$ cat config.mk
export PLATFORM = sky130hd
export DESIGN_NAME = mst_unit
export DESIGN_NICKNAME = d
export VERILOG_FILES = /design/src/shared/mst_pkg.sv /design/src/hw/mst_unit.sv /design/src/hw/mst_booth_step.sv
export SDC_FILE = /design/constraint.sdc
export NUM_CORES = 2
export LEC_CHECK = 0
export ABC_AREA = 1
export BUFFER_PORTS_ARGS = -buffer_cell sky130_fd_sc_hd__buf_2
export CORE_MARGIN = 2
export CORE_UTILIZATION = 56
export CTS_BUF_LIST = sky130_fd_sc_hd__clkbuf_4
export DETAILED_ROUTE_END_ITERATION = 10
export PLACE_DENSITY = 0.78
export SYNTH_ARGS = -nofsm -noshare
export SYNTH_HDL_FRONTEND = slang
export SYNTH_SLANG_ARGS = --single-unit
$ cat constraint.sdc
create_clock -name clk_i -period 7.5 [get_ports clk_i]
set_clock_uncertainty 0.15 [all_clocks]
set_input_delay 1.5 -clock clk_i [delete_from_list [all_inputs] [get_ports clk_i]]
set_output_delay 1.5 -clock clk_i [all_outputs]
set_load 0.03 [all_outputs]
$ cat src/shared/mst_pkg.sv
// Purpose: Shared constants and types for the multiply and status transfer unit
// Assumes: 32-bit core, status word flags in the top four bits, mode in the low five
// Notes:   Each cycle figure is one clock at the core rate
package mst_pkg;

	// Core clock, 10 MHz
	localparam int CLK_PERIOD_NS = 100;

	// Cycle accounting: one sequential or internal cycle is one clock
	localparam int SEQ_CYCLE_NS  = 100;
	localparam int SEQ_CYCLES    = (SEQ_CYCLE_NS + CLK_PERIOD_NS - 1) / CLK_PERIOD_NS;

	// Booth array geometry
	localparam int STEP_BITS     = 8;
	localparam int MAX_STEPS     = 4;

	// Extra internal cycles after the array, per operation class
	localparam logic [1:0] EXTRA_SHORT      = 2'h0;
	localparam logic [1:0] EXTRA_SHORT_ACC  = 2'h1;
	localparam logic [1:0] EXTRA_LONG       = 2'h1;
	localparam logic [1:0] EXTRA_LONG_ACC   = 2'h2;

	// Status word layout
	localparam int FLAG_N_POS    = 31;
	localparam int FLAG_Z_POS    = 30;
	localparam int FLAG_C_POS    = 29;
	localparam int FLAG_V_POS    = 28;
	localparam int MODE_HI       = 4;
	localparam int MODE_LO       = 0;

	// Status word reset value: supervisor mode, both interrupt masks set
	localparam logic [31:0] STATUS_RESET = 32'h0000_00d3;
	localparam logic [31:0] SAVED_RESET  = 32'h0000_0000;

	// Mode encodings
	localparam logic [4:0] MODE_USER     = 5'h10;
	localparam logic [4:0] MODE_FAST_IRQ = 5'h11;
	localparam logic [4:0] MODE_IRQ      = 5'h12;
	localparam logic [4:0] MODE_SUPER    = 5'h13;
	localparam logic [4:0] MODE_ABORT    = 5'h17;
	localparam logic [4:0] MODE_UNDEF    = 5'h1b;

	// One saved copy per exception mode
	localparam int SAVED_COUNT = 5;

	// Operation requested by decode
	typedef enum logic [3:0] {
		OP_SHORT_MUL      = 4'h0,
		OP_SHORT_MUL_ACC  = 4'h1,
		OP_ULONG          = 4'h2,
		OP_ULONG_ACC      = 4'h3,
		OP_SLONG          = 4'h4,
		OP_SLONG_ACC      = 4'h5,
		OP_READ_CURRENT   = 4'h6,
		OP_READ_SAVED     = 4'h7,
		OP_WRITE_CUR_ALL  = 4'h8,
		OP_WRITE_CUR_FLG  = 4'h9,
		OP_WRITE_SAV_ALL  = 4'ha,
		OP_WRITE_SAV_FLG  = 4'hb
	} mst_op_t;

	// Sequencer states
	typedef enum logic [1:0] {
		ST_IDLE   = 2'b00,
		ST_BOOTH  = 2'b01,
		ST_EXTRA  = 2'b10,
		ST_FINISH = 2'b11
	} mst_state_t;

endpackage

$ cat src/hw/mst_unit.sv
// Purpose: Multiply, long multiply and status word transfer execution unit
// Assumes: Decode presents one operation per start pulse with register contents
// Notes:   start_i is ignored while busy_o is high; results arrive with done_o
//
// Functional notes
// RULE1 - Status transfers finish one cycle after start
// RULE2 - Register flags write sets N Z C V
// RULE3 - Immediate flags write uses top four bits
// RULE4 - User mode writes flags only; reads full word
// RULE5 - Privileged saved word: full or flags write
// RULE6 - Failed condition changes no register or flag
// RULE7 - Booth multiplier retires eight bits per cycle
// RULE8 - Short multiply ignores accumulate operand
// RULE9 - Short accumulate adds accumulate operand
// RULE10 - Short forms give low 32 bits only
// RULE11 - Source avoids destination equal first operand
// RULE12 - Short flags: N bit31, Z zero, V kept
// RULE13 - Short timing: 1S+mI, accumulate 1S+(m+1)I
// RULE14 - Short m from sign bits above 8/16/24
// RULE15 - Long multiply writes 64-bit product halves
// RULE16 - Long accumulate adds the destination pair
// RULE17 - Long variants signed or unsigned operands
// RULE18 - Long flags: N bit63, Z all zero
// RULE19 - Long timing: 1S+(m+1)I, accumulate (m+2)I; the code takes 1S+(m+2)I for accumulate
// RULE20 - Signed long m: ones or zeros terminate
// RULE21 - Unsigned long m: only zeros terminate
// RULE22 - Source keeps long registers distinct, not counter
// RULE23 - User mode protects current control bits
// RULE24 - Stall while iterating; write after final step
`timescale 1ns/1ns
module mst_unit (
	input  wire logic             clk_i,
	input  wire logic             rst_i,
	input  wire logic             start_i,
	input  wire mst_pkg::mst_op_t op_i,
	input  wire logic             cond_pass_i,
	input  wire logic             set_flags_i,
	input  wire logic [31:0]      first_operand_i,
	input  wire logic [31:0]      multiplier_operand_i,
	input  wire logic [31:0]      accumulate_operand_i,
	input  wire logic [31:0]      high_result_i,
	input  wire logic [31:0]      low_result_i,
	output logic                  busy_o,
	output logic                  done_o,
	output logic                  write_lo_o,
	output logic                  write_hi_o,
	output logic [31:0]           result_lo_o,
	output logic [31:0]           result_hi_o,
	output logic [31:0]           current_status_word_o
);
	import mst_pkg::*;

	mst_state_t  state_reg;
	mst_op_t     op_reg;
	logic        setf_reg;
	logic [63:0] acc_reg;
	logic [63:0] mcand_reg;
	logic [32:0] mplier_reg;
	logic        carry_reg;
	logic [2:0]  steps_left_reg;
	logic [1:0]  extra_left_reg;
	logic [31:0] cur_status_reg;
	logic [31:0] saved_reg [SAVED_COUNT];

	logic        accept;
	logic        is_mul;
	logic        is_long;
	logic        is_signed_long;
	logic [32:0] mplier_ext;
	logic [63:0] mcand_ext;
	logic [63:0] acc_init;
	logic [2:0]  steps_init;
	logic [1:0]  extra_init;
	logic [63:0] step_sum;
	logic        user_mode;
	logic        saved_ok;
	logic [2:0]  saved_idx;
	logic [31:0] saved_cur;
	logic        short_fin;
	logic        long_fin;

	// New work is taken only when the sequencer is idle
	assign accept = start_i && (state_reg == ST_IDLE); // RULE24

	// Operation class decode
	always_comb begin
		is_mul         = 1'b0;
		is_long        = 1'b0;
		is_signed_long = 1'b0;
		extra_init     = EXTRA_SHORT;
		unique case (op_i)
			OP_SHORT_MUL: begin
				is_mul     = 1'b1;
				extra_init = EXTRA_SHORT; // RULE13
			end
			OP_SHORT_MUL_ACC: begin
				is_mul     = 1'b1;
				extra_init = EXTRA_SHORT_ACC; // RULE13
			end
			OP_ULONG, OP_SLONG: begin
				is_mul         = 1'b1;
				is_long        = 1'b1;
				is_signed_long = (op_i == OP_SLONG);
				extra_init     = EXTRA_LONG; // RULE19
			end
			OP_ULONG_ACC, OP_SLONG_ACC: begin
				is_mul         = 1'b1;
				is_long        = 1'b1;
				is_signed_long = (op_i == OP_SLONG_ACC);
				extra_init     = EXTRA_LONG_ACC; // RULE19
			end
			default: begin
				is_mul = 1'b0;
			end
		endcase
	end

	// Operand extension; unsigned long zero-extends so only zeros terminate
	always_comb begin
		if (is_long && !is_signed_long) begin
			mplier_ext = {1'b0, multiplier_operand_i}; // RULE21
			mcand_ext  = {32'h0000_0000, first_operand_i}; // RULE17
		end else if (is_long) begin
			mplier_ext = {multiplier_operand_i[31], multiplier_operand_i}; // RULE20
			mcand_ext  = {{32{first_operand_i[31]}}, first_operand_i}; // RULE17
		end else begin
			// Low half is the same for either reading of the operands
			mplier_ext = {multiplier_operand_i[31], multiplier_operand_i}; // RULE14
			mcand_ext  = {32'h0000_0000, first_operand_i}; // RULE10
		end
	end

	// Accumulator seed per form
	always_comb begin
		unique case (op_i)
			OP_SHORT_MUL_ACC: acc_init = {32'h0000_0000, accumulate_operand_i}; // RULE9
			OP_ULONG_ACC,
			OP_SLONG_ACC:     acc_init = {high_result_i, low_result_i}; // RULE16
			default:          acc_init = 64'h0; // RULE8
		endcase
	end

	// Early termination from the bits above each step boundary
	always_comb begin
		if (&mplier_ext[32:8] || ~|mplier_ext[32:8]) begin
			steps_init = 3'h1; // RULE14
		end else if (&mplier_ext[32:16] || ~|mplier_ext[32:16]) begin
			steps_init = 3'h2;
		end else if (&mplier_ext[32:24] || ~|mplier_ext[32:24]) begin
			steps_init = 3'h3;
		end else begin
			steps_init = 3'(MAX_STEPS);
		end
	end

	// Array step on the held operands
	mst_booth_step u_step (
		.acc_i   (acc_reg),
		.mcand_i (mcand_reg),
		.chunk_i (mplier_reg[7:0]),
		.carry_i (carry_reg),
		.last_i  (steps_left_reg == 3'h1),
		.top_i   (mplier_reg[8]),
		.sum_o   (step_sum)
	);

	// Sequencer: array cycles, then extra internal cycles, then the write cycle
	always_ff @(posedge clk_i) begin
		if (rst_i) begin
			state_reg <= ST_IDLE;
		end else begin
			unique case (state_reg)
				ST_IDLE: begin
					if (accept && is_mul && cond_pass_i) begin
						state_reg <= ST_BOOTH; // RULE6
					end
				end
				ST_BOOTH: begin
					if (steps_left_reg == 3'h1) begin
						state_reg <= (extra_left_reg == 2'h0) ? ST_FINISH : ST_EXTRA;
					end
				end
				ST_EXTRA: begin
					if (extra_left_reg == 2'h1) begin
						state_reg <= ST_FINISH;
					end
				end
				ST_FINISH: begin
					state_reg <= ST_IDLE;
				end
			endcase
		end
	end

	// Datapath registers of the iterating multiply
	always_ff @(posedge clk_i) begin
		if (rst_i) begin
			op_reg         <= OP_SHORT_MUL;
			setf_reg       <= 1'b0;
			acc_reg        <= 64'h0;
			mcand_reg      <= 64'h0;
			mplier_reg     <= 33'h0;
			carry_reg      <= 1'b0;
			steps_left_reg <= 3'h0;
			extra_left_reg <= 2'h0;
		end else if (accept) begin
			op_reg         <= op_i;
			setf_reg       <= set_flags_i;
			acc_reg        <= acc_init;
			mcand_reg      <= mcand_ext;
			mplier_reg     <= mplier_ext;
			carry_reg      <= 1'b0;
			steps_left_reg <= steps_init;
			extra_left_reg <= extra_init;
		end else if (state_reg == ST_BOOTH) begin
			acc_reg        <= step_sum; // RULE7
			mcand_reg      <= {mcand_reg[55:0], 8'h00};
			mplier_reg     <= {{8{mplier_reg[32]}}, mplier_reg[32:8]};
			carry_reg      <= mplier_reg[7];
			steps_left_reg <= steps_left_reg - 3'h1;
		end else if (state_reg == ST_EXTRA) begin
			extra_left_reg <= extra_left_reg - 2'h1;
		end
	end

	// Stall the pipeline from accept until the write cycle
	always_ff @(posedge clk_i) begin
		if (rst_i) begin
			busy_o <= 1'b0;
		end else if (accept && is_mul && cond_pass_i) begin
			busy_o <= 1'b1; // RULE24
		end else if (state_reg == ST_FINISH) begin
			busy_o <= 1'b0;
		end
	end

	// Mode and saved copy selection
	assign user_mode = (cur_status_reg[MODE_HI:MODE_LO] == MODE_USER);
	always_comb begin
		saved_ok  = 1'b1;
		saved_idx = 3'h0;
		unique case (cur_status_reg[MODE_HI:MODE_LO])
			MODE_FAST_IRQ: saved_idx = 3'h0;
			MODE_IRQ:      saved_idx = 3'h1;
			MODE_SUPER:    saved_idx = 3'h2;
			MODE_ABORT:    saved_idx = 3'h3;
			MODE_UNDEF:    saved_idx = 3'h4;
			default:       saved_ok  = 1'b0; // User and other modes have no copy
		endcase
		saved_cur = saved_ok ? saved_reg[saved_idx] : 32'h0;
	end

	assign short_fin = (op_reg == OP_SHORT_MUL) || (op_reg == OP_SHORT_MUL_ACC);
	assign long_fin  = !short_fin;

	// Results and write strobes: one cycle after a transfer, or from the write cycle
	always_ff @(posedge clk_i) begin
		if (rst_i) begin
			done_o      <= 1'b0;
			write_lo_o  <= 1'b0;
			write_hi_o  <= 1'b0;
			result_lo_o <= 32'h0;
			result_hi_o <= 32'h0;
		end else if (state_reg == ST_FINISH) begin
			done_o      <= 1'b1; // RULE24
			write_lo_o  <= 1'b1;
			write_hi_o  <= long_fin; // RULE15
			result_lo_o <= acc_reg[31:0]; // RULE10
			result_hi_o <= long_fin ? acc_reg[63:32] : 32'h0;
		end else if (accept && (!is_mul || !cond_pass_i)) begin
			done_o      <= 1'b1; // RULE1
			write_lo_o  <= cond_pass_i && ((op_i == OP_READ_CURRENT) || (op_i == OP_READ_SAVED));
			write_hi_o  <= 1'b0;
			result_lo_o <= (op_i == OP_READ_SAVED) ? saved_cur : cur_status_reg; // RULE4
			result_hi_o <= 32'h0;
		end else begin
			done_o      <= 1'b0;
			write_lo_o  <= 1'b0;
			write_hi_o  <= 1'b0;
		end
	end

	// Current status word: transfers and multiply flags
	always_ff @(posedge clk_i) begin
		if (rst_i) begin
			cur_status_reg <= STATUS_RESET;
		end else if (state_reg == ST_FINISH && setf_reg) begin
			// Carry keeps its value rather than taking a meaningless one
			if (short_fin) begin
				cur_status_reg[FLAG_N_POS] <= acc_reg[31]; // RULE12
				cur_status_reg[FLAG_Z_POS] <= (acc_reg[31:0] == 32'h0);
			end else begin
				cur_status_reg[FLAG_N_POS] <= acc_reg[63]; // RULE18
				cur_status_reg[FLAG_Z_POS] <= (acc_reg == 64'h0);
			end
		end else if (accept && cond_pass_i) begin
			if (op_i == OP_WRITE_CUR_FLG) begin
				cur_status_reg[FLAG_N_POS:FLAG_V_POS] <=
					first_operand_i[FLAG_N_POS:FLAG_V_POS]; // RULE2 RULE3
			end else if (op_i == OP_WRITE_CUR_ALL) begin
				if (user_mode) begin
					cur_status_reg[FLAG_N_POS:FLAG_V_POS] <=
						first_operand_i[FLAG_N_POS:FLAG_V_POS]; // RULE4 RULE23
				end else begin
					cur_status_reg <= first_operand_i; // RULE23
				end
			end
		end
	end

	// Saved copies; user mode has none, so its writes are dropped
	always_ff @(posedge clk_i) begin
		if (rst_i) begin
			for (int i = 0; i < SAVED_COUNT; i++) begin
				saved_reg[i] <= SAVED_RESET;
			end
		end else if (accept && cond_pass_i && saved_ok) begin
			if (op_i == OP_WRITE_SAV_ALL) begin
				saved_reg[saved_idx] <= first_operand_i; // RULE5
			end else if (op_i == OP_WRITE_SAV_FLG) begin
				saved_reg[saved_idx][FLAG_N_POS:FLAG_V_POS] <=
					first_operand_i[FLAG_N_POS:FLAG_V_POS]; // RULE5
			end
		end
	end

	// Status word seen by the rest of the core
	always_ff @(posedge clk_i) begin
		if (rst_i) begin
			current_status_word_o <= STATUS_RESET;
		end else begin
			current_status_word_o <= cur_status_reg;
		end
	end

endmodule

$ cat src/hw/mst_booth_step.sv
// Purpose: One Booth array step retiring eight multiplier bits
// Assumes: Multiplicand already shifted into place for this step
// Notes:   Purely combinational; the sequencer owns all state
`timescale 1ns/1ns
module mst_booth_step (
	input  wire logic [63:0] acc_i,
	input  wire logic [63:0] mcand_i,
	input  wire logic [7:0]  chunk_i,
	input  wire logic        carry_i,
	input  wire logic        last_i,
	input  wire logic        top_i,
	output logic      [63:0] sum_o
);
	logic signed [9:0]  digit;
	logic signed [63:0] digit_wide;
	logic signed [63:0] prod;

	// Radix-256 digit; the final step folds in the sign of the bits not retired
	always_comb begin
		if (last_i) begin
			digit = $signed({top_i, top_i, chunk_i}) + $signed({9'h000, carry_i}); // RULE7
		end else begin
			digit = $signed({chunk_i[7], chunk_i[7], chunk_i}) + $signed({9'h000, carry_i});
		end
		digit_wide = {{54{digit[9]}}, digit};
		prod       = $signed(mcand_i) * digit_wide; // Truncation to 64 bits is intended
		sum_o      = acc_i + prod;
	end

endmodule

# After elaboration in Yosys (flattened, before gate mapping)
# Memory sizes are Yosys's and may differ from the RTL's.
# Cells that the tools add are included.
# totals
register_bits	306
latch_bits	0
ram_bits	160
mem_bits_ro	0
inputBits	169
out_inout_bits	100
elab_cells	179
mem_count	1
# classes
add_sub_neg	5
n_mul	1
n_div	0
order_cmp	0
eq_ne	27
shift	0
muxes	65
n_bitwise	5
n_reduce_logical	55
# memory_table
name	words	word_bits	rd	rd_clocked_by_memory_dff	wr	line	source
saved_reg	5	32	1	0	5	mst_unit.sv:63	logic [31:0] saved_reg [SAVED_COUNT];
# ops
op	count
two-way mux 64 bit	6
two-way mux 32 bit	11
one-hot mux 64 bit (2 select lines)	1
two-way mux 33 bit	2
adder 64 bit	1
zero test 64 bit	1
multiplier 64 x 10 -> 64 bit	1
two-way mux 28 bit	2
zero test 32 bit	1
OR reduction 32 bit	1
== test 5 bit, second input constant	6
AND reduction 25 bit	1
OR reduction 25 bit	1
two-way mux 1 bit	21
two-way mux 2 bit	9
two-way mux 3 bit	6
AND reduction 17 bit	1
OR reduction 17 bit	1
== test 4 x 3 -> 1 bit, second input constant	4
== test 4 bit, second input constant	4
one-hot mux 3 bit (4 select lines)	1
nonzero test 2 bit	6
adder 9 x 2 -> 10 bit	1
two-way mux 10 bit	1
other kinds (32)	68

# Longest topological paths before layout
# depth
word_depth	13
depth_mapped	34
depth_no_buf	33

# Modules after synthesis
# Synthesis repeated with hierarchy kept, for this count alone.
# unflattened
cells_unflattened	5641
area_unflattened_um2	45357.3
# by_module_without_submodules
mod	n_inst	cells_per_inst	area_each_um2	seq_area_each_um2
mst_unit	1	2748	23772.8	13793.2
mst_booth_step	1	2893	21584.5	0.0

# Least setup slack after synthesis
# No wires, ideal clock.
# synth_timing
path_type	register to register
from	register mplier_reg[0]
to	register acc_reg[35]
setup_ns	0.134
t_arrival_ns	5.871
required_ns	7.216
setup_slack_ns	1.346
path_stages_with_launch	31
n_path_buf	2
synth_period_minus_slack_ns	6.154
cell_sequence	dfxtp_1 ha_1 ha_1 nand2_1 nor2_1 nand2_1 nand2_1 inv_1 clkbuf_1 buf_1 nand2_1 fa_1 inv_1 fa_1 fa_1 fa_1 inv_1 fa_1 inv_1 ha_1 nand2_1 nor2_1 inv_1 nor2_1 and3_1 nand2_1 nand3_1 a21oi_1 or2_2 nand3_1 a31oi_1
# synth_between
elab_chain_cells	6
word_cells_on_any_way	7
cone_classes	add/sub (3); mul (1); mux (3)
# synth_lines
element	line	source
from (decl)	mst_unit.sv:58	logic [32:0] mplier_reg;
from (signal assigned)	mst_unit.sv:211	mplier_reg <= mplier_ext;
from (signal assigned)	mst_unit.sv:218	mplier_reg <= {{8{mplier_reg[32]}}, mplier_reg[32:8]};
adder 9 x 2 -> 10 bit / adder 8 x 2 -> 9 bit (equally long branches)	mst_booth_step.sv:21, mst_booth_step.sv:23	
two-way mux 10 bit *	mst_booth_step.sv:20	if (last_i) begin
multiplier 64 x 10 -> 64 bit *	mst_booth_step.sv:26	prod = $signed(mcand_i) * digit_wide;
adder 64 bit *	mst_booth_step.sv:27	sum_o = acc_i + prod;
two-way mux 64 bit *	mst_unit.sv:215	end else if (state_reg == ST_BOOTH) begin
two-way mux 64 bit *	mst_unit.sv:206	end else if (accept) begin
to (signal assigned)	mst_unit.sv:209	acc_reg <= acc_init;
to (signal assigned)	mst_unit.sv:216	acc_reg <= step_sum;
to (decl)	mst_unit.sv:56	logic [63:0] acc_reg;
# Every way passes the cells marked *; elsewhere a longest branch is shown, timed or not. The select of a mux whose other input is x is not followed.
# A chain may end at the register's enable or synchronous reset.

# Worst setup path in the final report
# layout_timing
from	register mplier_reg[0]
to	register acc_reg[63]
# Same word-level chain as after synthesis.

==> results.tsv <==
metric	value	unit
status	completed	
postCtsSetupRepairBufs	0	
dp_hpwl	116000	um
peakVddDrop	0.260	mV
holdBufCountCts	0	
crit_top_cell	fa_1	
hp-class	reg -> reg	
synth_top_area_share	23.4	%
num-nets-final	6560	
antenna_found_initial	11	
fin_crit_sh	95.9	%
power_density	361	nW/um^2
clk_pin_slew	0.07	ns
leakage	23.3	nW
slew_headroom	25.7	%
hold_viol	0	
wl_per_cell	22.5	um
grtUsageTotal	38.3	%
chipWidth	285	um
swShare	51.8	%
grt_pass1_wl	235000	um
syn-cell-area	44200	um^2
fin_tns_setup	0	ns
drc	0	
vias_per_cell	5.87	
synth-main-ff-cell	dfxtp_1	
cts_tree	done	
synth_commonest_cells	1,034 x inv_1, 997 x nand2_1, 577 x nor2_1	
clock_power_share	16.9	%
cap_violations	0	
end_kind	flip-flop	
port_buffers	268	
cts_buffers	153	
drv_slew	0	
critPathMaxStageDelay	0.53	ns
clock.fmax	139	MHz
synth_warnings	0	
synth_seq_cells	561	
gp_congestion	1.04	
core_area	78600	um^2
num_rows	103	
crit_type	reg -> reg	
tightest_slew	1.11	ns
start_util	56.3	%
ys_types	54	
crit_path_start_kind	flip-flop	
place_inst	6617	
seq_area_frac_synth	31.2	%
globalRouteOverflowTotal	0	
dieArea	81300	um^2
largest_reg_flops	256	
postSynth.asyncResetShare	0	%
die_y	285	um
yosys.cell_count.top_type	inv_1	
cts_root_buf	clkbuf_4	
grt_max_degree	83	
arrival	7.99	ns
pin_count	269	
seqPwrFrac	24.8	%
routed_wl	155000	um
period_minus_slack	7.19	ns
htreeDepth	4	
drive_above_1_share	11.5	%
crit_slowest_cell	fa_1	
switching_power	0.00919	W
clock_latency	1.10	ns
first_pass_iters	9	
pwr-share-comb	58.4	%
finalNonFillerCells	6911	
rsz0062_at_grt	false	
power.internal	0.00854	W
drt_iter0_markers	4542	
postSynthCellCount	5403	
critPathRequiredTime	8.30	ns
syn_to_final_growth	11.2	%
synth_largest_area_cell	fa_1	
clockBufferDepth	3	
cp_max_fo	20	
synth_edf_count	256	
cts_sinks	561	
num_vias	40600	
synth.area.top_cells	fa_1 23%, edfxtp_1 17%, dfxtp_1 14%	
drtAntennaViolNets	0	
synth.avg_cell_area	8.19	um^2
grt_pass1_vias	40400	
fill_cells	6901	
setup_violations	0	
[worst max-delay path, delay by kind of cell, from the launching register on]
family,cells,cell delay [ns]
and+or+nand+nor,6,0.72
adders and majority gates,8,3.21
AOI/OAI and AO/OA,7,1.22
buffers and inverters,8,1.43
DFF,1,0.36
[worst paths after layout]
| check | start | end | slack [ns] | depth (start not counted) |
|---|---|---|---|---|
| max reg2reg | mplier_reg[0] | acc_reg[63] | 0.31 | 29 |
| max | mplier_reg[0] | acc_reg[63] | 0.31 | 29 |
| min | cur_status_reg[17] | current_status_word_o[17] | 0.27 | 2 |
| min reg2reg | cur_status_reg[17] | current_status_word_o[17] | 0.27 | 2 |
[logic make-up (layout without fill, tap and decap cells)]
logic type / after synthesis / count (layout) / synth area share (%)
buffers and inverters: 1339 / 1689 / 11.4
other: 1 / 109 / 0.00848
AOI/OAI and AO/OA: 898 / 898 / 11.8
adders and majority gates: 669 / 669 / 27.7
DFF: 561 / 561 / 31.2
xor gates and xnor gates: 8 / 8 / 0.158
and+or+nand+nor: 1927 / 1927 / 17.7
[layer usage]
metal  global-route usage (%)  up-vias  part of all wire, %
met4                     28.5        4                  8.5
li1                         -    17800                    -
met3                     11.0      640                   12
met5                    0.640        -                0.016
met2                     58.4     2731                   44
met1                     46.3    19400                   35
[cells in the final DEF (no fill, tap or decap), types with 8 or more instances in the layout]
master    instances
buf_12           10
nor4_1           29
inv_1          1031
fa_1            517
nand2_1         993
nor2_1          572
o211ai_1         42
a31oi_1          51
nand3_1         216
clkinv_1         21
clkinv_2         10
o32ai_1           8
diode_2          13
o21bai_1         11
o221ai_1         41
conb_1           96
o22ai_1          83
a21oi_1         270
ha_1            148
nor3_1           38
clkbuf_4        238
nand4_1          40
dfxtp_1         305
o21ai_1          13
edfxtp_1        256
a22oi_1          14
buf_2           267
or2_2            13
a21o_1            8
inv_2            11
o21ai_0         298
buf_4            84
a221oi_1         36
[layout make-up]
cell class                 count  area, um^2  share of cell area, %
tap                         1050        1310                   2.67
multi-input combinational   3598       25800                   52.5
antenna                       13        32.5                 0.0661
inverter                    1047        3940                   8.00
sequential                   561       13800                   28.0
clock inverter                43         329                  0.669
clock buffer                 238        1790                   3.63
timing repair buffer         361        2170                   4.41
[what timing repair did]
action	4_1_cts	5_1_grt
resized for setup	0	5
hold endpoints to repair	0	0
setup endpoints to repair	0	13
[stage by stage]
stage	hold slack (ns)	utilization, %	setup slack, ns	power [W]	area [um^2]
3_3_place_gp	0.292	59.8	0.413	0.0142	47000
3_5_place_dp	0.297	59.8	0.276	0.0144	47000
5_1_grt	0.310	62.6	0.00204	0.0188	49200
4_1_cts	0.272	62.5	0.229	0.0174	49100
2_1_floorplan	0.250	-	1.35	0.0105	44600
6_report	0.272	62.6	0.308	0.0177	49200
[power by group through the flow]
stage          combinational [W]  clock, W  sequential, W
6_report                  0.0103   0.00299        0.00439
3_5_place_dp             0.00997         0        0.00439
2_1_floorplan            0.00660         0        0.00393
4_1_cts                   0.0101   0.00300        0.00432
5_1_grt                   0.0113   0.00315        0.00439
3_3_place_gp             0.00984         0        0.00438
(Power assumes the default switching activity.)
